`src/shared/ctad_defines.vh`:
```
// constants for the test and addressing decode core
//
// Summary of operation
// - test sets N,Z from A, X or memory, clears V, keeps H,I,C
// - index post-increment: address is H:X, then H:X increments
// - offset8 post-increment: address H:X plus unsigned byte, then H:X+1
// - index offset16: high then low offset byte added to H:X
// - index offset8: one offset byte after opcode added to H:X
// - stack offset8: SP plus one offset byte; opcode has a prebyte
// - stack offset16: high then low offset byte added to SP
// - extended: two address bytes, high first, give the address
// - direct branch: direct address byte then signed relative byte
// - direct to indexed move: read direct, write at H:X, then H:X+1
// - immediate to direct move: store immediate byte at direct address
`ifndef CTAD_DEFINES_VH
`define CTAD_DEFINES_VH
// register byte offsets
`define CTAD_REG_CTRL   8'h00
`define CTAD_REG_STATUS 8'h04
`define CTAD_REG_PC     8'h08
`define CTAD_REG_ACC    8'h0C
`define CTAD_REG_HX     8'h10
`define CTAD_REG_SP     8'h14
`define CTAD_REG_CCR    8'h18
`define CTAD_REG_COUNT  8'h1C
// reset values
`define CTAD_RST_SP     16'h00FF
`define CTAD_RST_CCR    8'h68
// flag bit positions
`define CTAD_CCR_V      7
`define CTAD_CCR_N      2
`define CTAD_CCR_Z      1
// opcodes
`define CTAD_OP_PRE     8'h9E
`define CTAD_OP_TST_DIR 8'h3D
`define CTAD_OP_TST_A   8'h4D
`define CTAD_OP_TST_X   8'h5D
`define CTAD_OP_TST_IX1 8'h6D
`define CTAD_OP_TST_IX  8'h7D
`define CTAD_OP_STA_EXT 8'hC7
`define CTAD_OP_STA_IX2 8'hD7
`define CTAD_OP_STA_IX1 8'hE7
`define CTAD_OP_STA_IX  8'hF7
`define CTAD_OP_CBQ_DIR 8'h31
`define CTAD_OP_CBQ_X1P 8'h61
`define CTAD_OP_CBQ_XP  8'h71
`define CTAD_OP_MOV_DXP 8'h5E
`define CTAD_OP_MOV_IMD 8'h6E
`define CTAD_OP_TSX     8'h95
`define CTAD_OP_TXS     8'h94
`define CTAD_OP_TXA     8'h9F
// addressing modes
`define CTAD_M_INH  4'h0
`define CTAD_M_DIR  4'h1
`define CTAD_M_EXT  4'h2
`define CTAD_M_IX   4'h3
`define CTAD_M_IX1  4'h4
`define CTAD_M_IX2  4'h5
`define CTAD_M_SP1  4'h6
`define CTAD_M_SP2  4'h7
`define CTAD_M_IXP  4'h8
`define CTAD_M_IX1P 4'h9
// actions
`define CTAD_A_ILL   4'h0
`define CTAD_A_TSTM  4'h1
`define CTAD_A_TSTA  4'h2
`define CTAD_A_TSTX  4'h3
`define CTAD_A_STA   4'h4
`define CTAD_A_CBEQ  4'h5
`define CTAD_A_MOVDX 4'h6
`define CTAD_A_MOVID 4'h7
`define CTAD_A_TSX   4'h8
`define CTAD_A_TXS   4'h9
`define CTAD_A_TXA   4'hA
`endif

```
`src/ctad_agen.v`:
```
// effective address former for the memory operand modes
`timescale 1ns/1ps
`include "ctad_defines.vh"
module ctad_agen (
  // operand source
  input  wire [3:0]  mode,
  input  wire [7:0]  byte1,
  input  wire [7:0]  byte2,
  // base registers
  input  wire [15:0] indexHX,
  input  wire [15:0] stackPtr,
  // result
  output reg  [15:0] effAddr
);
  // one sum per offset mode; offsets unsigned
  always @* begin
    case (mode)
      `CTAD_M_DIR: effAddr = {8'h00, byte1};
      `CTAD_M_EXT: effAddr = {byte1, byte2};
      `CTAD_M_IXP: effAddr = indexHX;
      `CTAD_M_IX:  effAddr = indexHX;
      `CTAD_M_IX1: effAddr = indexHX + {8'h00, byte1};
      `CTAD_M_IX1P: effAddr = indexHX + {8'h00, byte1};
      `CTAD_M_IX2: effAddr = indexHX + {byte1, byte2};
      `CTAD_M_SP1: effAddr = stackPtr + {8'h00, byte1};
      `CTAD_M_SP2: effAddr = stackPtr + {byte1, byte2};
      default:     effAddr = 16'h0000;
    endcase
  end
endmodule // ctad_agen

```
`src/ctad_axil.v`:
```
// axi4-lite slave front end for the core registers
`timescale 1ns/1ps
module ctad_axil (
  // clock and reset
  input  wire        clk,
  input  wire        rst,
  // write address and data
  input  wire [7:0]  s_axi_awaddr,
  input  wire        s_axi_awvalid,
  output wire        s_axi_awready,
  input  wire [31:0] s_axi_wdata,
  input  wire [3:0]  s_axi_wstrb,
  input  wire        s_axi_wvalid,
  output wire        s_axi_wready,
  output reg  [1:0]  s_axi_bresp,
  output reg         s_axi_bvalid,
  input  wire        s_axi_bready,
  // read
  input  wire [7:0]  s_axi_araddr,
  input  wire        s_axi_arvalid,
  output wire        s_axi_arready,
  output reg  [31:0] s_axi_rdata,
  output reg  [1:0]  s_axi_rresp,
  output reg         s_axi_rvalid,
  input  wire        s_axi_rready,
  // register side
  output wire        wrEn,
  output reg  [7:0]  wrAddr,
  output reg  [31:0] wrData,
  output reg  [3:0]  wrStrb,
  input  wire        wrOk,
  output wire [7:0]  rdAddr,
  input  wire [31:0] rdData,
  input  wire        rdOk
);
  reg awHeld_r;
  reg wHeld_r;
  // each channel takes one item while its holder is empty
  assign s_axi_awready = ~awHeld_r;
  assign s_axi_wready  = ~wHeld_r;
  assign s_axi_arready = ~s_axi_rvalid;
  assign wrEn   = awHeld_r & wHeld_r & ~s_axi_bvalid;
  assign rdAddr = s_axi_araddr;
  // capture address and data, answer once both are in
  always @(posedge clk or posedge rst) begin
    if (rst) begin
      awHeld_r <= 1'b0;
      wHeld_r <= 1'b0;
      wrAddr <= 8'h00;
      wrData <= 32'h0000_0000;
      wrStrb <= 4'h0;
      s_axi_bvalid <= 1'b0;
      s_axi_bresp <= 2'b00;
      s_axi_rvalid <= 1'b0;
      s_axi_rresp <= 2'b00;
      s_axi_rdata <= 32'h0000_0000;
    end else begin
      if (s_axi_awvalid & ~awHeld_r) begin
        awHeld_r <= 1'b1;
        wrAddr <= s_axi_awaddr;
      end
      if (s_axi_wvalid & ~wHeld_r) begin
        wHeld_r <= 1'b1;
        wrData <= s_axi_wdata;
        wrStrb <= s_axi_wstrb;
      end
      if (wrEn) begin
        awHeld_r <= 1'b0;
        wHeld_r <= 1'b0;
        s_axi_bvalid <= 1'b1;
        s_axi_bresp <= wrOk ? 2'b00 : 2'b10; // slverr off map
      end else if (s_axi_bready) begin
        s_axi_bvalid <= 1'b0;
      end
      if (s_axi_arvalid & ~s_axi_rvalid) begin
        s_axi_rvalid <= 1'b1;
        s_axi_rdata <= rdOk ? rdData : 32'h0000_0000;
        s_axi_rresp <= rdOk ? 2'b00 : 2'b10;
      end else if (s_axi_rready) begin
        s_axi_rvalid <= 1'b0;
      end
    end
  end
endmodule // ctad_axil

```
`src/ctad_core.v`:
```
// instruction sequencer for test, transfer, move and compare-branch
//
// The placing of the registers and the AXI4-Lite register port are this design's own decisions.
`timescale 1ns/1ps
`include "ctad_defines.vh"
module ctad_core (
  // clock and reset
  input  wire        clk,
  input  wire        rst,
  // register bus
  input  wire [7:0]  s_axi_awaddr,
  input  wire        s_axi_awvalid,
  output wire        s_axi_awready,
  input  wire [31:0] s_axi_wdata,
  input  wire [3:0]  s_axi_wstrb,
  input  wire        s_axi_wvalid,
  output wire        s_axi_wready,
  output wire [1:0]  s_axi_bresp,
  output wire        s_axi_bvalid,
  input  wire        s_axi_bready,
  input  wire [7:0]  s_axi_araddr,
  input  wire        s_axi_arvalid,
  output wire        s_axi_arready,
  output wire [31:0] s_axi_rdata,
  output wire [1:0]  s_axi_rresp,
  output wire        s_axi_rvalid,
  input  wire        s_axi_rready,
  // system memory bus
  output reg  [15:0] memAddr,
  output reg  [7:0]  memWdata,
  output reg         memWe,
  output reg         memReq,
  input  wire        memAck,
  input  wire [7:0]  memRdata
);
  // sequencer states
  localparam S_IDLE = 3'd0;
  localparam S_FETCH = 3'd1;
  localparam S_OPND = 3'd2;
  localparam S_EXEC = 3'd3;
  localparam S_RD = 3'd4;
  localparam S_WR = 3'd5;
  localparam S_HOLD = 3'd6;

  reg  [2:0]  state_r;
  reg         run_r;
  reg         illegal_r;
  reg         pre_r;
  reg  [15:0] pc_r;
  reg  [7:0]  acc_r;
  reg  [7:0]  xLow_r;
  reg  [7:0]  xHigh_r;
  reg  [15:0] sp_r;
  reg  [7:0]  ccr_r;
  reg  [3:0]  opMode_r;
  reg  [3:0]  opAct_r;
  reg  [1:0]  opLeft_r;
  reg         byteIdx_r;
  reg  [7:0]  b1_r;
  reg  [7:0]  b2_r;
  reg  [31:0] count_r;
  reg  [3:0]  decMode;
  reg  [3:0]  decAct;
  reg  [1:0]  decCnt;
  reg  [31:0] rdData;
  reg         rdOk;
  wire [15:0] effAddr;
  wire [15:0] hx;
  wire [7:0]  relOff;
  wire        memDone;
  wire        quiet;
  wire        wrEn;
  wire [7:0]  wrAddr;
  wire [31:0] wrData;
  wire [3:0]  wrStrb;
  wire        wrOk;
  wire [7:0]  rdAddr;

  assign hx = {xHigh_r, xLow_r};
  assign memDone = memReq & memAck;
  // PC, A, H:X, SP and CCR only change from the bus while stopped; CTRL and STATUS writes act at any time
  assign quiet = (state_r == S_IDLE) & ~run_r;
  // post-increment forms carry the relative byte last
  assign relOff = (opMode_r == `CTAD_M_IXP) ? b1_r : b2_r;
  assign wrOk = (wrAddr[1:0] == 2'b00) & (wrAddr <= `CTAD_REG_COUNT);

  // flag update for test and store results
  function [7:0] tstFlags;
    input [7:0] c;
    input [7:0] d;
    begin
      tstFlags = c;
      tstFlags[`CTAD_CCR_V] = 1'b0;
      tstFlags[`CTAD_CCR_N] = d[7];
      tstFlags[`CTAD_CCR_Z] = (d == 8'h00);
    end
  endfunction

  // byte lane merge for 16-bit register writes
  function [15:0] merge;
    input [15:0] old;
    input [15:0] nw;
    input [1:0]  strb;
    integer i;
    begin
      for (i = 0; i < 2; i = i + 1) begin
        merge[i*8 +: 8] = strb[i] ? nw[i*8 +: 8] : old[i*8 +: 8];
      end
    end
  endfunction

  // bus slave
  ctad_axil uAxil (
    .clk           (clk),
    .rst           (rst),
    .s_axi_awaddr  (s_axi_awaddr),
    .s_axi_awvalid (s_axi_awvalid),
    .s_axi_awready (s_axi_awready),
    .s_axi_wdata   (s_axi_wdata),
    .s_axi_wstrb   (s_axi_wstrb),
    .s_axi_wvalid  (s_axi_wvalid),
    .s_axi_wready  (s_axi_wready),
    .s_axi_bresp   (s_axi_bresp),
    .s_axi_bvalid  (s_axi_bvalid),
    .s_axi_bready  (s_axi_bready),
    .s_axi_araddr  (s_axi_araddr),
    .s_axi_arvalid (s_axi_arvalid),
    .s_axi_arready (s_axi_arready),
    .s_axi_rdata   (s_axi_rdata),
    .s_axi_rresp   (s_axi_rresp),
    .s_axi_rvalid  (s_axi_rvalid),
    .s_axi_rready  (s_axi_rready),
    .wrEn          (wrEn),
    .wrAddr        (wrAddr),
    .wrData        (wrData),
    .wrStrb        (wrStrb),
    .wrOk          (wrOk),
    .rdAddr        (rdAddr),
    .rdData        (rdData),
    .rdOk          (rdOk)
  );

  // operand address former
  ctad_agen uAgen (
    .mode     (opMode_r),
    .byte1    (b1_r),
    .byte2    (b2_r),
    .indexHX  (hx),
    .stackPtr (sp_r),
    .effAddr  (effAddr)
  );

  // read data mux
  always @* begin
    rdOk = 1'b1;
    case (rdAddr)
      `CTAD_REG_CTRL:   rdData = {31'h0000_0000, run_r};
      `CTAD_REG_STATUS: rdData = {30'h0000_0000, illegal_r,
                                  (state_r != S_IDLE)};
      `CTAD_REG_PC:     rdData = {16'h0000, pc_r};
      `CTAD_REG_ACC:    rdData = {24'h00_0000, acc_r};
      `CTAD_REG_HX:     rdData = {16'h0000, hx};
      `CTAD_REG_SP:     rdData = {16'h0000, sp_r};
      `CTAD_REG_CCR:    rdData = {24'h00_0000, ccr_r};
      `CTAD_REG_COUNT:  rdData = count_r;
      default: begin
        rdData = 32'h0000_0000;
        rdOk = 1'b0;
      end
    endcase
  end

  // opcode decode: mode, action and operand byte count
  always @* begin
    decMode = `CTAD_M_INH;
    decAct = `CTAD_A_ILL;
    decCnt = 2'd0;
    if (pre_r) begin
      case (memRdata)
        `CTAD_OP_TST_IX1: begin
          decMode = `CTAD_M_SP1;
          decAct = `CTAD_A_TSTM;
          decCnt = 2'd1;
        end
        `CTAD_OP_STA_IX1: begin
          decMode = `CTAD_M_SP1;
          decAct = `CTAD_A_STA;
          decCnt = 2'd1;
        end
        `CTAD_OP_STA_IX2: begin
          decMode = `CTAD_M_SP2;
          decAct = `CTAD_A_STA;
          decCnt = 2'd2;
        end
        default: decAct = `CTAD_A_ILL;
      endcase
    end else begin
      case (memRdata)
        `CTAD_OP_TST_DIR: begin
          decMode = `CTAD_M_DIR;
          decAct = `CTAD_A_TSTM;
          decCnt = 2'd1;
        end
        `CTAD_OP_TST_A: decAct = `CTAD_A_TSTA;
        `CTAD_OP_TST_X: decAct = `CTAD_A_TSTX;
        `CTAD_OP_TST_IX1: begin
          decMode = `CTAD_M_IX1;
          decAct = `CTAD_A_TSTM;
          decCnt = 2'd1;
        end
        `CTAD_OP_TST_IX: begin
          decMode = `CTAD_M_IX;
          decAct = `CTAD_A_TSTM;
        end
        `CTAD_OP_STA_EXT: begin
          decMode = `CTAD_M_EXT;
          decAct = `CTAD_A_STA;
          decCnt = 2'd2;
        end
        `CTAD_OP_STA_IX2: begin
          decMode = `CTAD_M_IX2;
          decAct = `CTAD_A_STA;
          decCnt = 2'd2;
        end
        `CTAD_OP_STA_IX1: begin
          decMode = `CTAD_M_IX1;
          decAct = `CTAD_A_STA;
          decCnt = 2'd1;
        end
        `CTAD_OP_STA_IX: begin
          decMode = `CTAD_M_IX;
          decAct = `CTAD_A_STA;
        end
        `CTAD_OP_CBQ_DIR: begin
          decMode = `CTAD_M_DIR;
          decAct = `CTAD_A_CBEQ;
          decCnt = 2'd2;
        end
        `CTAD_OP_CBQ_X1P: begin
          decMode = `CTAD_M_IX1P;
          decAct = `CTAD_A_CBEQ;
          decCnt = 2'd2;
        end
        `CTAD_OP_CBQ_XP: begin
          decMode = `CTAD_M_IXP;
          decAct = `CTAD_A_CBEQ;
          decCnt = 2'd1;
        end
        `CTAD_OP_MOV_DXP: begin
          decMode = `CTAD_M_DIR;
          decAct = `CTAD_A_MOVDX;
          decCnt = 2'd1;
        end
        `CTAD_OP_MOV_IMD: begin
          decAct = `CTAD_A_MOVID;
          decCnt = 2'd2;
        end
        `CTAD_OP_TSX: decAct = `CTAD_A_TSX;
        `CTAD_OP_TXS: decAct = `CTAD_A_TXS;
        `CTAD_OP_TXA: decAct = `CTAD_A_TXA;
        default: decAct = `CTAD_A_ILL;
      endcase
    end
  end

  // bus writes and the instruction sequencer
  always @(posedge clk or posedge rst) begin
    if (rst) begin
      state_r <= S_IDLE;
      run_r <= 1'b0;
      illegal_r <= 1'b0;
      pre_r <= 1'b0;
      pc_r <= 16'h0000;
      acc_r <= 8'h00;
      xLow_r <= 8'h00;
      xHigh_r <= 8'h00;
      sp_r <= `CTAD_RST_SP;
      ccr_r <= `CTAD_RST_CCR;
      opMode_r <= `CTAD_M_INH;
      opAct_r <= `CTAD_A_ILL;
      opLeft_r <= 2'd0;
      byteIdx_r <= 1'b0;
      b1_r <= 8'h00;
      b2_r <= 8'h00;
      count_r <= 32'h0000_0000;
      memAddr <= 16'h0000;
      memWdata <= 8'h00;
      memWe <= 1'b0;
      memReq <= 1'b0;
    end else begin
      if (wrEn && wrOk) begin
        case (wrAddr)
          `CTAD_REG_CTRL: if (wrStrb[0]) run_r <= wrData[0];
          `CTAD_REG_STATUS: if (wrStrb[0] && wrData[1])
            illegal_r <= 1'b0;
          default: if (quiet) begin
            case (wrAddr)
              `CTAD_REG_PC:
                pc_r <= merge(pc_r, wrData[15:0],
                              wrStrb[1:0]);
              `CTAD_REG_ACC: if (wrStrb[0]) acc_r <= wrData[7:0];
              `CTAD_REG_HX: begin
                if (wrStrb[0]) xLow_r <= wrData[7:0];
                if (wrStrb[1]) xHigh_r <= wrData[15:8];
              end
              `CTAD_REG_SP:
                sp_r <= merge(sp_r, wrData[15:0],
                              wrStrb[1:0]);
              `CTAD_REG_CCR: if (wrStrb[0]) ccr_r <= wrData[7:0];
              default: count_r <= count_r;
            endcase
          end
        endcase
      end
      case (state_r)
        S_IDLE: if (run_r) begin
          memAddr <= pc_r;
          memWe <= 1'b0;
          memReq <= 1'b1;
          pre_r <= 1'b0;
          state_r <= S_FETCH;
        end
        S_FETCH: if (memDone) begin
          pc_r <= pc_r + 16'h0001;
          memAddr <= pc_r + 16'h0001;
          if (!pre_r && memRdata == `CTAD_OP_PRE) begin
            pre_r <= 1'b1;
          end else begin
            opMode_r <= decMode;
            opAct_r <= decAct;
            opLeft_r <= decCnt;
            byteIdx_r <= 1'b0;
            count_r <= count_r + 32'h0000_0001;
            if (decCnt == 2'd0) begin
              memReq <= 1'b0;
              state_r <= S_EXEC;
            end else begin
              state_r <= S_OPND;
            end
          end
        end
        // operand bytes arrive in stream order
        S_OPND: if (memDone) begin
          if (byteIdx_r) b2_r <= memRdata;
          else b1_r <= memRdata;
          byteIdx_r <= 1'b1;
          pc_r <= pc_r + 16'h0001;
          memAddr <= pc_r + 16'h0001;
          opLeft_r <= opLeft_r - 2'd1;
          if (opLeft_r == 2'd1) begin
            memReq <= 1'b0;
            state_r <= S_EXEC;
          end
        end
        S_EXEC: begin
          state_r <= S_IDLE;
          case (opAct_r)
            `CTAD_A_TSTA: ccr_r <= tstFlags(ccr_r, acc_r);
            `CTAD_A_TSTX: ccr_r <= tstFlags(ccr_r, xLow_r);
            `CTAD_A_TXA: acc_r <= xLow_r;
            `CTAD_A_TSX: begin
              {xHigh_r, xLow_r} <= sp_r + 16'h0001;
              state_r <= S_HOLD;
            end
            `CTAD_A_TXS: begin
              sp_r <= hx - 16'h0001;
              state_r <= S_HOLD;
            end
            `CTAD_A_TSTM, `CTAD_A_CBEQ, `CTAD_A_MOVDX: begin
              memAddr <= effAddr;
              memWe <= 1'b0;
              memReq <= 1'b1;
              state_r <= S_RD;
            end
            `CTAD_A_STA: begin
              memAddr <= effAddr;
              memWdata <= acc_r;
              memWe <= 1'b1;
              memReq <= 1'b1;
              state_r <= S_WR;
            end
            `CTAD_A_MOVID: begin
              memAddr <= {8'h00, b2_r};
              memWdata <= b1_r;
              memWe <= 1'b1;
              memReq <= 1'b1;
              state_r <= S_WR;
            end
            default: begin
              illegal_r <= 1'b1; // stop on unknown opcode
              run_r <= 1'b0;
            end
          endcase
        end
        // second cycle of the stack transfers
        S_HOLD: state_r <= S_IDLE;
        S_RD: if (memDone) begin
          memReq <= 1'b0;
          state_r <= S_IDLE;
          case (opAct_r)
            `CTAD_A_TSTM: ccr_r <= tstFlags(ccr_r, memRdata);
            `CTAD_A_CBEQ: begin
              if (acc_r == memRdata)
                pc_r <= pc_r + {{8{relOff[7]}}, relOff};
              if (opMode_r == `CTAD_M_IXP ||
                  opMode_r == `CTAD_M_IX1P)
                {xHigh_r, xLow_r} <= hx + 16'h0001;
            end
            default: begin
              memAddr <= hx;
              memWdata <= memRdata;
              memWe <= 1'b1;
              memReq <= 1'b1;
              state_r <= S_WR;
            end
          endcase
        end
        S_WR: if (memDone) begin
          memReq <= 1'b0;
          memWe <= 1'b0;
          ccr_r <= tstFlags(ccr_r, memWdata);
          if (opAct_r == `CTAD_A_MOVDX)
            {xHigh_r, xLow_r} <= hx + 16'h0001;
          state_r <= S_IDLE;
        end
        default: state_r <= S_IDLE;
      endcase
    end
  end
endmodule // ctad_core

```
`config.mk`:
```
export PLATFORM = sky130hd
export DESIGN_NAME = ctad_core
export DESIGN_NICKNAME = d
export VERILOG_FILES = /design/src/ctad_agen.v /design/src/ctad_axil.v /design/src/ctad_core.v
export VERILOG_INCLUDE_DIRS = /design/src /design/src/shared
export SDC_FILE = /design/constraint.sdc
export NUM_CORES = 1
export LEC_CHECK = 0
export BUFFER_PORTS_ARGS = -buffer_cell sky130_fd_sc_hd__buf_2
export CAP_MARGIN = 5
export CORE_UTILIZATION = 50
export DETAILED_ROUTE_END_ITERATION = 10
export PLACE_DENSITY = 0.73
export SYNTH_ARGS = -nofsm -noshare
export SYNTH_HDL_FRONTEND = slang
export SYNTH_SLANG_ARGS = --single-unit
```
`constraint.sdc`:
```
create_clock -name clk -period 7.75 [get_ports clk]
set_clock_uncertainty 0.15 [all_clocks]
set_input_delay 0.3875 -clock clk [delete_from_list [all_inputs] [get_ports clk]]
set_output_delay 0.3875 -clock clk [all_outputs]
set_load 0.05 [all_outputs]
```
==> results of run 1 <==
==> timing repair <==
| action | in CTS | in global routing |
|---|---|---|
| hold endpoints to repair | 135 | 0 |
| hold buffers | 31 | 0 |
| setup endpoints to repair | 0 | 0 |
==> per-stage QoR <==
step | power, uW | instance area (sq um) | util, %
after floorplan | 4080 | 15800 | -
after detailed placement | 4960 | 16600 | 53.7
final | 6500 | 17900 | 58.0
after CTS | 6440 | 17900 | 58.0
after global routing | 6830 | 17900 | 58.0
after global placement | 4880 | 16600 | 53.7
==> flip-flops by register name, summed over array words and instances, names as in the netlist, 2 cells and up <==
| name | cells |
|---|---|
| uAxil.wrData | 16 |
| uAxil.wrStrb | 2 |
| count_r | 32 |
| opAct_r | 4 |
| uAxil.s_axi_rdata | 32 |
| xHigh_r | 8 |
| pc_r | 16 |
| memWdata | 8 |
| sp_r | 16 |
| b2_r | 8 |
| state_r | 3 |
| memAddr | 16 |
| xLow_r | 8 |
| opMode_r | 4 |
| opLeft_r | 2 |
| b1_r | 8 |
| acc_r | 8 |
| ccr_r | 8 |
| uAxil.wrAddr | 8 |
==> cell type report <==
| class | instances | share of cell area [%] |
|---|---|---|
| inverter | 43 | 0.944 |
| clock inverter | 17 | 1.71 |
| tap | 396 | 2.77 |
| clock buffer | 30 | 3.95 |
| timing repair buffer | 162 | 5.64 |
| multi-input combinational | 1432 | 54.3 |
| sequential | 219 | 30.7 |
==> power groups by stage <==
stage | logic [uW] | registers [uW] | clock network [uW]
after floorplan | 2180 | 1900 | 0
after global placement | 2720 | 2160 | 0
after detailed placement | 2800 | 2170 | 0
after CTS | 2830 | 2150 | 1460
after global routing | 3120 | 2210 | 1500
final | 2880 | 2190 | 1440
==> cells by family after synthesis <==
kind of cell	share of synthesized area [%]
compound gates	19.5
buf+inv	4.00
xor+xnor	6.92
mux	10.8
other cells	0.0237
flops	34.7
simple gates	19.2
fa+ha+maj	4.76
==> layer usage <==
metal	wire, um	up-vias	GRT usage, %
li1	-	6714	-
met1	21100	7103	41.0
met2	22700	707	48.9
met3	3510	147	3.44
met4	2280	0	12.6
met5	0	-	0
==> cells in the final DEF, fill, tap and decap left out, types with 31 or more instances in the layout <==
| cell | instances |
|---|---|
| sky130_fd_sc_hd__nor3_1 | 31 |
| sky130_fd_sc_hd__buf_2 | 114 |
| sky130_fd_sc_hd__dlygate4sd3_1 | 31 |
| sky130_fd_sc_hd__nand2_1 | 221 |
| sky130_fd_sc_hd__a21oi_1 | 109 |
| sky130_fd_sc_hd__a21o_1 | 32 |
| sky130_fd_sc_hd__ha_1 | 53 |
| sky130_fd_sc_hd__o21ai_0 | 136 |
| sky130_fd_sc_hd__xor2_1 | 35 |
| sky130_fd_sc_hd__nand3_1 | 50 |
| sky130_fd_sc_hd__dfrtp_1 | 208 |
| sky130_fd_sc_hd__inv_1 | 40 |
| sky130_fd_sc_hd__mux2i_1 | 87 |
| sky130_fd_sc_hd__xnor2_1 | 90 |
| sky130_fd_sc_hd__nor2_1 | 124 |
| sky130_fd_sc_hd__mux2_2 | 75 |
==> path summary, 6_finish.rpt <==
check                                        start                               end  slack, ns
hold / removal                     s_axi_araddr[1]  uAxil.s_axi_rresp[1]$_DFFE_PP0P_       0.09
setup / recovery           opMode_r[2]$_DFFE_PP0P_           memAddr[15]$_DFFE_PP0P_       2.64
hold reg to reg            count_r[31]$_DFFE_PP0P_           count_r[31]$_DFFE_PP0P_       0.33
min in group asynchronous                      rst    uAxil.s_axi_bvalid$_DFFE_PP0P_       0.41
max in group asynchronous                      rst            memAddr[0]$_DFFE_PP0P_       5.80
setup reg to reg           opMode_r[2]$_DFFE_PP0P_           memAddr[15]$_DFFE_PP0P_       2.64
==> worst max-delay path, cell delays in order (launching register included) <==
cell and delay (ns):
sky130_fd_sc_hd__dfrtp_1 0.73, sky130_fd_sc_hd__nand2b_1 0.24, sky130_fd_sc_hd__nor3b_2 0.93, sky130_fd_sc_hd__mux2_2 0.44, sky130_fd_sc_hd__ha_1 0.31, sky130_fd_sc_hd__a211oi_1 0.29
sky130_fd_sc_hd__o21ai_0 0.24, sky130_fd_sc_hd__o2111ai_1 0.33, sky130_fd_sc_hd__a21boi_0 0.17, sky130_fd_sc_hd__o21ai_0 0.45, sky130_fd_sc_hd__nor2_1 0.09, sky130_fd_sc_hd__or4b_1 0.55
sky130_fd_sc_hd__o211ai_1 0.11
==> metrics, run 1 <==
count of buffers from port buffering=114; time the worst path needs with I/O delays and setup=5.11 ns; Layout Cells excl Fill=2,299; Initial Util=51.3%; Via Count=14,700; Gate Count Post-Synth=1,801; largest net degree at the start of global routing=114; CTS Root Cell=sky130_fd_sc_hd__clkbuf_16; Final Routed Wirelength=49,600 um; Setup crit end kind=flop; logic gate share of total power=44.3%; Cells after DPL=2,221; combined area of the multi-input logic cells=9710 sq um; global-route wire length before repair=78,200 um; number of global-route vias before repair=14,000; share of total power in sequential cells=33.6%; Slew Limit Fails=0; proportion of layout cells with a drive suffix above 1=15.7%; Worst-Skew Late Latency=0.54 ns; async set-or-reset flop fraction in the synthesized netlist=100%; leading cell type by number of instances after synthesis=sky130_fd_sc_hd__nand2_1; peak supply drop=0.261 mV; Post-synth top cells=sky130_fd_sc_hd__nand2_1 (221), sky130_fd_sc_hd__dfrtp_1 (208), sky130_fd_sc_hd__o21ai_0 (137); Worst Hold Path Cells=3; via density per instance=6.38; area used by sequential logic in the layout=5490 sq um; Switch Pwr=2960 uW; Synth top area share=32.9%; Avg Cell Area, Syn=8.79 sq um; initial antenna violation count=0; routability congestion estimate from global placement=0.982; overall die area=32,400 sq um; maximum clock rate=196 MHz; wire per inst=21.6 um; number of maximum-capacitance constraint violations=0; outcome=complete, but fails checks; worst min-delay path category=primary input to flop; Worst Max-Slew Pin Slew=1.32 ns; RSZ-0062 raised after global routing=no; clock-pin slew on the worst setup and hold paths=0.06 ns; count of state elements after synthesis=219; count of distinct cell types in the synthesized netlist=93; number of failing hold endpoints at the final stage=0; Std-Cell Rows=64; Internal=3540 uW; CP arrival=5.42 ns; predominant post-synthesis flop cell=sky130_fd_sc_hd__dfrtp_1; first drt pass iteration count=11; worst hold margin=0.0862 ns; period utilization=65.9%; GRT Overall Usage=30.2%; worst path setup slack after routing=2.64 ns; slew margin rel.=12.2%; detailed-placement wirelength estimate=35,800 um; failing checks=DRC; TritonCTS Sinks=219; number of cells on the worst reg-to-reg path=12; deepest level of the CTS H-tree=1; top-level port count=135; Iteration-0 DRC Markers=1,348; CTS tree=done; count of buffers added by post-CTS timing repair for setup=0; buffers from clock root to sink, at most=3; filler cell count=2,728; critical path required time=8.06 ns; post_cts resized=0; clock buffers created by TritonCTS=26; Mapped Area=15,800 sq um; leakage power=0.00807 uW; area delta synth->final=13.0%; Final TNS setup=0 ns; Post-route DRC=5; Sw Ratio=45.5%; number of nets at the end of the flow=2,008; largest cells by area after synthesis=sky130_fd_sc_hd__dfrtp_1 (33%), sky130_fd_sc_hd__mux2i_1 (5.5%), sky130_fd_sc_hd__mux2_2 (5.3%); total congestion overflow after global routing=0; Post-synth EDFFs=0; Chip Height=180 um; synthesis warning total=0; overall die width=180 um; area of the core=30,800 sq um; worst setup slack after placement=2.81 ns; Setup Viol. Count Final=0; proportion of power drawn by the clock network=22.1%; biggest area consumer among synthesized cells=sky130_fd_sc_hd__dfrtp_1; diode count=0; type of the worst setup path=flop to flop; Seq/Total Area, Yosys=34.7%; top fanout value on the critical path=16; number of nets still failing antenna checks after routing=0; critical path launch point type=flop; total power divided by cell area=364 nW/um^2
Note: power is estimated with default switching activity, not from simulation.
==> run 2, diff against run 1 <==
--- a/config.mk
+++ b/config.mk
@@ -6,11 +6,12 @@
 export SDC_FILE = /design/constraint.sdc
 export NUM_CORES = 1
 export LEC_CHECK = 0
+export ABC_AREA = 1
 export BUFFER_PORTS_ARGS = -buffer_cell sky130_fd_sc_hd__buf_2
 export CAP_MARGIN = 5
 export CORE_UTILIZATION = 50
 export DETAILED_ROUTE_END_ITERATION = 10
-export PLACE_DENSITY = 0.73
+export PLACE_DENSITY = 0.72
 export SYNTH_ARGS = -nofsm -noshare
 export SYNTH_HDL_FRONTEND = slang
 export SYNTH_SLANG_ARGS = --single-unit
==> constraint.sdc (replaced) <==
create_clock -name clk -period 4.9 [get_ports clk]
set_clock_uncertainty 0.15 [all_clocks]
set_input_delay 0.245 -clock clk [delete_from_list [all_inputs] [get_ports clk]]
set_output_delay 0.245 -clock clk [all_outputs]
set_load 0.05 [all_outputs]
==> metrics, run 2 <==
largest cells by area after synthesis=sky130_fd_sc_hd__dfrtp_1 (31%), sky130_fd_sc_hd__nand2_1 (16%), sky130_fd_sc_hd__inv_1 (7.7%); overall die area=34,000 sq um; uppermost layer routed=met4; GRT Overall Usage=37.9%; Initial Util=51.0%; Slew Limit Fails=0; synthesis warning total=0; slew margin rel.=26.8%; count of state elements after synthesis=219; routability congestion estimate from global placement=1.05; met2 wire length=27,700 um; Post-synth EDFFs=0; first drt pass iteration count=6; RSZ-0062 raised after global routing=no; flop-to-flop setup slack=0.95 ns; Via Count=18,200; clock buffers created by TritonCTS=26; combined area of the multi-input logic cells=9490 sq um; Setup Viol. Count Final=0; critical path required time=5.18 ns; async set-or-reset flop fraction in the synthesized netlist=100%; critical register-to-register path startpoint=opMode_r[3]$_DFFE_PP0P_; initial antenna violation count=0; count of buffers from port buffering=114; deepest level of the CTS H-tree=1; total congestion overflow after global routing=0; number of global-route vias before repair=16,900; Hold Startpoint=memRdata[0]; Chip Height=184 um; number of nets still failing antenna checks after routing=0; largest registers ranked by flip-flop count=count_r (32), uAxil.s_axi_rdata (32); overall die width=184 um; Pwr Total=10,000 uW; Post-route DRC=0; Worst Path Buf+Inv=4; most common cell after layout, fill and taps aside=sky130_fd_sc_hd__nand2_1; area of the core=32,600 sq um; number of cells on the worst reg-to-reg path=19; type of the worst setup path=flop to flop; Worst-Skew Late Latency=0.57 ns; reg-to-reg endpoint=memAddr[8]$_DFFE_PP0P_; CTS Root Cell=sky130_fd_sc_hd__clkbuf_16; Crit path max-delay family=simple AND/OR/NAND/NOR gates; TritonCTS Sinks=219; worst path setup slack after routing=0.951 ns; critical-path cell with the highest stage delay=sky130_fd_sc_hd__nor2_1; via density per instance=5.88; critical path launch point type=flop; Worst Max-Slew Pin Slew=1.09 ns; diode count=0; worst min-delay path category=primary input to flop; peak per-stage delay on the critical path=0.54 ns; top-level port count=135; total power divided by cell area=532 nW/um^2; Final TNS setup=0 ns; area used by sequential logic in the layout=5490 sq um; top fanout value on the critical path=9; outcome=complete, no violations; Iteration-0 DRC Markers=2,118; buffers from clock root to sink, at most=3; Final Routed Wirelength=64,000 um; post_cts resized=0; wire per inst=20.6 um; maximum clock rate=253 MHz; Setup crit end kind=flop; Routed met3 length=5950 um; Mapped Area=16,600 sq um; critical path's most frequent cell=sky130_fd_sc_hd__nand2_1; Synth top area share=31.3%; predominant post-synthesis flop cell=sky130_fd_sc_hd__dfrtp_1; worst-case hold path end point=memWdata[0]$_DFFE_PP0P_; Avg Cell Area, Syn=6.63 sq um; most frequent cells in the layout=sky130_fd_sc_hd__nand2_1 (700), sky130_fd_sc_hd__inv_1 (338), sky130_fd_sc_hd__o21ai_0 (222), sky130_fd_sc_hd__nor2_1 (212), sky130_fd_sc_hd__dfrtp_1 (208); Gate Count Post-Synth=2,509; count of distinct cell types in the synthesized netlist=56; detailed-placement wirelength estimate=49,600 um; Post-synth top cells=sky130_fd_sc_hd__nand2_1 (700), sky130_fd_sc_hd__inv_1 (339), sky130_fd_sc_hd__o21ai_0 (222); largest net degree at the start of global routing=117; Worst Hold Path Cells=3; leakage power=0.00954 uW; global-route wire length before repair=97,800 um; filler cell count=3,217; leading cell type by number of instances after synthesis=sky130_fd_sc_hd__nand2_1; M1 WL=26,200 um; sequence of cells on the critical path=inv_1, nand2_1, nor2_1, clkinv_1, o21ai_0, inv_1, fa_1, inv_1, nand3_1, nand3_1, nand2_1, nand2_1, nand2_1, nand3_1, nand2_1, o21ai_0, nand3_1, nand2_1, nand2_1; time the worst path needs with I/O delays and setup=3.95 ns; CTS tree=done; period utilization=80.6%; worst setup slack after placement=1.07 ns; proportion of layout cells with a drive suffix above 1=9.51%; peak supply drop=0.404 mV; number of failing hold endpoints at the final stage=0; biggest area consumer among synthesized cells=sky130_fd_sc_hd__dfrtp_1; number of nets at the end of the flow=2,764; Std-Cell Rows=66; Seq/Total Area, Yosys=33.0%; number of maximum-capacitance constraint violations=0; area delta synth->final=13.2%; clock-pin slew on the worst setup and hold paths=0.06 ns; CP arrival=4.23 ns
-- run 2: cell type report --
| type | count | area share (%) |
|---|---|---|
| tap | 442 | 2.94 |
| clock inverter | 15 | 0.970 |
| timing repair buffer | 164 | 5.57 |
| sequential | 219 | 29.2 |
| clock buffer | 32 | 3.74 |
| multi-input combinational | 1870 | 50.4 |
| inverter | 359 | 7.18 |
-- run 2: cells by family after synthesis --
group / after synthesis / synth area share, %
adders and majority gates: 56 / 4.35
muxes: 11 / 0.745
other: 1 / 0.0226
and+or+nand+nor: 1291 / 33.5
buffers and inverters: 421 / 9.91
DFF: 219 / 33.0
AOI/OAI and AO/OA: 465 / 16.1
xor gates and xnor gates: 45 / 2.37
-- run 2: how the worst max path moves through the flow --
stage / from / endpoint / slack (ns) / cells after the start
after floorplan: rst / acc_r[0]$_DFF_PP0_ / 1.66 / 1
after global placement: opMode_r[3]$_DFFE_PP0P_ / memAddr[8]$_DFFE_PP0P_ / 1.21 / 19
after detailed placement: opMode_r[3]$_DFFE_PP0P_ / memAddr[8]$_DFFE_PP0P_ / 1.07 / 19
after CTS: opMode_r[3]$_DFFE_PP0P_ / memAddr[8]$_DFFE_PP0P_ / 1.04 / 19
after global routing: opMode_r[3]$_DFFE_PP0P_ / memAddr[8]$_DFFE_PP0P_ / 0.80 / 19
final: opMode_r[3]$_DFFE_PP0P_ / memAddr[8]$_DFFE_PP0P_ / 0.95 / 19
-- run 2: metal layers --
layer  vias up  GRT usage (%)
met2      1006           58.5
met5         -              0
met4         0           21.6
met1      8448           50.6
met3       224           5.53
li1       8556              -
-- run 2: worst register-to-register path: cells and delay by family, from the launching register on --
family	cells	cell delay (ns)
AOI/OAI and AO/OA	2	0.55
and+or+nand+nor	12	1.54
buffers and inverters	4	0.76
adders and majority gates	1	0.40
DFF	1	0.42
-- run 2: timing repair --
| action | CTS | global route |
|---|---|---|
| endpoints found under the setup margin | 0 | 0 |
| hold buffers | 36 | 0 |
| buffers inserted | 0 | 0 |
| endpoints found under the hold margin | 61 | 0 |
-- run 2: report_power, final --
part           internal [uW]  switching, uW
Sequential              2330            804
Clock                   1180            841
Combinational           1400           3470
Total                   4910           5110
-- run 2: metrics by stage --
step	area [sq um]	utilization [%]	hold slack, ns	std cells
floorplan	16600	-	0.191	2510
global placement	17600	53.9	0.178	3018
detailed placement	17600	53.9	0.176	3018
CTS	18800	57.7	0.00693	3101
global route	18800	57.7	0.0519	3101
finish	18800	57.7	0.0198	3101
==> run 3, diff against run 2 <==
--- a/config.mk
+++ b/config.mk
@@ -6,12 +6,12 @@
 export SDC_FILE = /design/constraint.sdc
 export NUM_CORES = 1
 export LEC_CHECK = 0
-export ABC_AREA = 1
+export ABC_AREA = 0
 export BUFFER_PORTS_ARGS = -buffer_cell sky130_fd_sc_hd__buf_2
 export CAP_MARGIN = 5
 export CORE_UTILIZATION = 50
 export DETAILED_ROUTE_END_ITERATION = 10
-export PLACE_DENSITY = 0.72
+export PLACE_DENSITY = 0.75
 export SYNTH_ARGS = -nofsm -noshare
 export SYNTH_HDL_FRONTEND = slang
 export SYNTH_SLANG_ARGS = --single-unit
==> constraint.sdc (replaced) <==
create_clock -name clk -period 3.3 [get_ports clk]
set_clock_uncertainty 0.15 [all_clocks]
set_input_delay 0.165 -clock clk [delete_from_list [all_inputs] [get_ports clk]]
set_output_delay 0.165 -clock clk [all_outputs]
set_load 0.05 [all_outputs]
==> metrics, run 3 (synthesized netlist as in run 1, its figures left out) <==
leakage power=0.00892 uW; wire per inst=22.5 um; time the worst path needs with I/O delays and setup=3.48 ns; peak supply drop=0.515 mV; area delta synth->final=25.1%; peak per-stage delay on the critical path=0.37 ns; GRT Overall Usage=33.4%; outcome=complete, but fails checks; number of cells on the worst reg-to-reg path=17; Hold Startpoint=memRdata[4]; top fanout value on the critical path=4; CTS tree=done; area of the core=30,800 sq um; Setup crit end kind=flop; critical-path cell with the highest stage delay=sky130_fd_sc_hd__dfrtp_1; buffers from clock root to sink, at most=3; RSZ-0062 raised after global routing=yes; Chip Height=180 um; total congestion overflow after global routing=0; logic gate share of total power=54.8%; Via Count=15,700; proportion of layout cells with a drive suffix above 1=25.9%; worst hold margin=0.0351 ns; clock-pin slew on the worst setup and hold paths=0.06 ns; global-route wire length before repair=84,900 um; critical path required time=3.57 ns; Post-route DRC=6; CP arrival=3.75 ns; Worst Path Buf+Inv=5; share of total power in sequential cells=28.6%; critical path's most frequent cell=sky130_fd_sc_hd__buf_6; reg-to-reg endpoint=memAddr[14]$_DFFE_PP0P_; period utilization=105%; largest net degree at the start of global routing=63; Pwr Total=17,100 uW; failing checks=DRC, setup timing; critical path launch point type=flop; number of nets at the end of the flow=2,176; Std-Cell Rows=64; most common cell after layout, fill and taps aside=sky130_fd_sc_hd__nand2_1; diode count=0; TritonCTS Sinks=219; Switch Pwr=7970 uW; CTS Root Cell=sky130_fd_sc_hd__clkbuf_16; Iteration-0 DRC Markers=1,586; Internal=9130 uW; number of maximum-capacitance constraint violations=0; worst-case hold path end point=memWdata[4]$_DFFE_PP0P_; Setup Viol. Count Final=14; Worst Max-Slew Pin Slew=0.952 ns; sequence of cells on the critical path=nand2b_4, buf_12, nor2_4, buf_6, mux2_4, buf_6, inv_2, fa_2, nor2b_4, o2111ai_4, a311oi_2, buf_4, o31ai_4, xor2_1, o22ai_1, o31ai_1, a21oi_1; worst path setup slack after routing=-0.179 ns; Final Core Density=64.2%; overall die area=32,400 sq um; Worst Hold Path Cells=3; most frequent cells in the layout=sky130_fd_sc_hd__nand2_1 (217), sky130_fd_sc_hd__dfrtp_1 (205), sky130_fd_sc_hd__buf_4 (158), sky130_fd_sc_hd__nor2_1 (123), sky130_fd_sc_hd__o21ai_0 (115); Initial Util=51.3%; clock buffers created by TritonCTS=26; deepest level of the CTS H-tree=1; worst min-delay path category=primary input to flop; slew margin rel.=36.4%; maximum clock rate=287 MHz; detailed-placement wirelength estimate=40,200 um; largest registers ranked by flip-flop count=count_r (32), uAxil.s_axi_rdata (32); proportion of power drawn by the clock network=16.6%; filler cell count=2,444; total power divided by cell area=864 nW/um^2; number of nets still failing antenna checks after routing=0; critical register-to-register path startpoint=opMode_r[3]$_DFFE_PP0P_; number of failing hold endpoints at the final stage=0; number of global-route vias before repair=15,300; top-level port count=135; first drt pass iteration count=11; flop-to-flop setup slack=-0.18 ns; Worst-Skew Late Latency=0.56 ns; Sw Ratio=46.6%; routability congestion estimate from global placement=1.03; initial antenna violation count=1; count of buffers from port buffering=114; via density per instance=6.36; Slew Limit Fails=0; Final Routed Wirelength=55,600 um; type of the worst setup path=flop to flop; overall die width=180 um; Crit path max-delay family=compound AO/OA/AOI/OAI gates
## run 3: changes by cell type in the layout (fill, tap and decap cells not counted), moves of 34 or more
cell | previous run | this run
sky130_fd_sc_hd__nand2_1 | 700 | 217
sky130_fd_sc_hd__buf_4 | 13 | 158
sky130_fd_sc_hd__mux2i_1 | 0 | 87
sky130_fd_sc_hd__nor2_1 | 212 | 123
sky130_fd_sc_hd__o211ai_1 | 48 | 9
sky130_fd_sc_hd__xnor2_1 | 12 | 87
sky130_fd_sc_hd__mux2_2 | 11 | 65
sky130_fd_sc_hd__inv_1 | 338 | 37
sky130_fd_sc_hd__nand3_1 | 204 | 50
sky130_fd_sc_hd__o21ai_0 | 222 | 115
sky130_fd_sc_hd__nand4_1 | 54 | 20
## run 3: layout make-up
class,count,area (sq um),area share (%)
multi-input combinational,1432,10400,52.6
sequential,219,5500,27.8
timing repair buffer,330,2390,12.1
clock buffer,39,769,3.89
tap,396,495,2.50
inverter,43,165,0.834
clock inverter,9,72.6,0.367
## run 3: metal layers
metal | vias to the layer above | track usage (%) | wire, um
met5 | - | 0 | 0
met4 | 0 | 18.7 | 3320
met3 | 214 | 5.59 | 5030
met2 | 894 | 53.4 | 25300
met1 | 7541 | 43.2 | 22000
li1 | 7046 | - | -
## run 3: worst max-delay path by stage
stage / to / start / cells past startpoint / slack, ns
after floorplan: memAddr[6]$_DFFE_PP0P_ / opMode_r[3]$_DFFE_PP0P_ / 16 / -0.17
after global placement: memAddr[15]$_DFFE_PP0P_ / opMode_r[3]$_DFFE_PP0P_ / 13 / -0.23
after detailed placement: memAddr[11]$_DFFE_PP0P_ / opMode_r[3]$_DFFE_PP0P_ / 13 / -0.23
after CTS: memAddr[10]$_DFFE_PP0P_ / opMode_r[3]$_DFFE_PP0P_ / 16 / -0.11
after global routing: memAddr[15]$_DFFE_PP0P_ / opMode_r[3]$_DFFE_PP0P_ / 14 / -0.32
final: memAddr[14]$_DFFE_PP0P_ / opMode_r[3]$_DFFE_PP0P_ / 17 / -0.18
## run 3: stage by stage
stage	TNS (ns)	cell area, sq um	setup slack [ns]	instances
after floorplan	-0.666	16000	-0.172	1802
after global placement	-1.86	17700	-0.231	2359
after detailed placement	-2.48	17700	-0.234	2359
after CTS	-0.769	19300	-0.106	2457
after global routing	-3.56	19800	-0.323	2468
final	-1.53	19800	-0.179	2468
## run 3: worst register-to-register path, cell delays in order (launching register included)
cell and delay (ns):
sky130_fd_sc_hd__dfrtp_1 0.37, sky130_fd_sc_hd__nand2b_4 0.17, sky130_fd_sc_hd__buf_12 0.13, sky130_fd_sc_hd__nor2_4 0.17
sky130_fd_sc_hd__buf_6 0.13, sky130_fd_sc_hd__mux2_4 0.32, sky130_fd_sc_hd__buf_6 0.12, sky130_fd_sc_hd__inv_2 0.04
sky130_fd_sc_hd__fa_2 0.24, sky130_fd_sc_hd__nor2b_4 0.07, sky130_fd_sc_hd__o2111ai_4 0.23, sky130_fd_sc_hd__a311oi_2 0.16
sky130_fd_sc_hd__buf_4 0.17, sky130_fd_sc_hd__o31ai_4 0.24, sky130_fd_sc_hd__xor2_1 0.19, sky130_fd_sc_hd__o22ai_1 0.09
sky130_fd_sc_hd__o31ai_1 0.25, sky130_fd_sc_hd__a21oi_1 0.10
## run 3: power by group through the flow
| stage | sequential (uW) | combinational (uW) | clock [uW] |
|---|---|---|---|
| floorplan | 4470 | 5200 | 0 |
| global placement | 4760 | 8000 | 0 |
| detailed placement | 4780 | 8160 | 0 |
| CTS | 4760 | 8600 | 2860 |
| global route | 4930 | 10000 | 2960 |
| finish | 4900 | 9370 | 2830 |
## run 3: repair_timing
item,4_1_cts,5_1_grt
gates cloned,0,0
pin swaps,39,57
resized for setup,54,78
setup endpoints to repair,18,20
hold buffers,44,0
hold endpoints to repair,89,0
buffers inserted,6,11
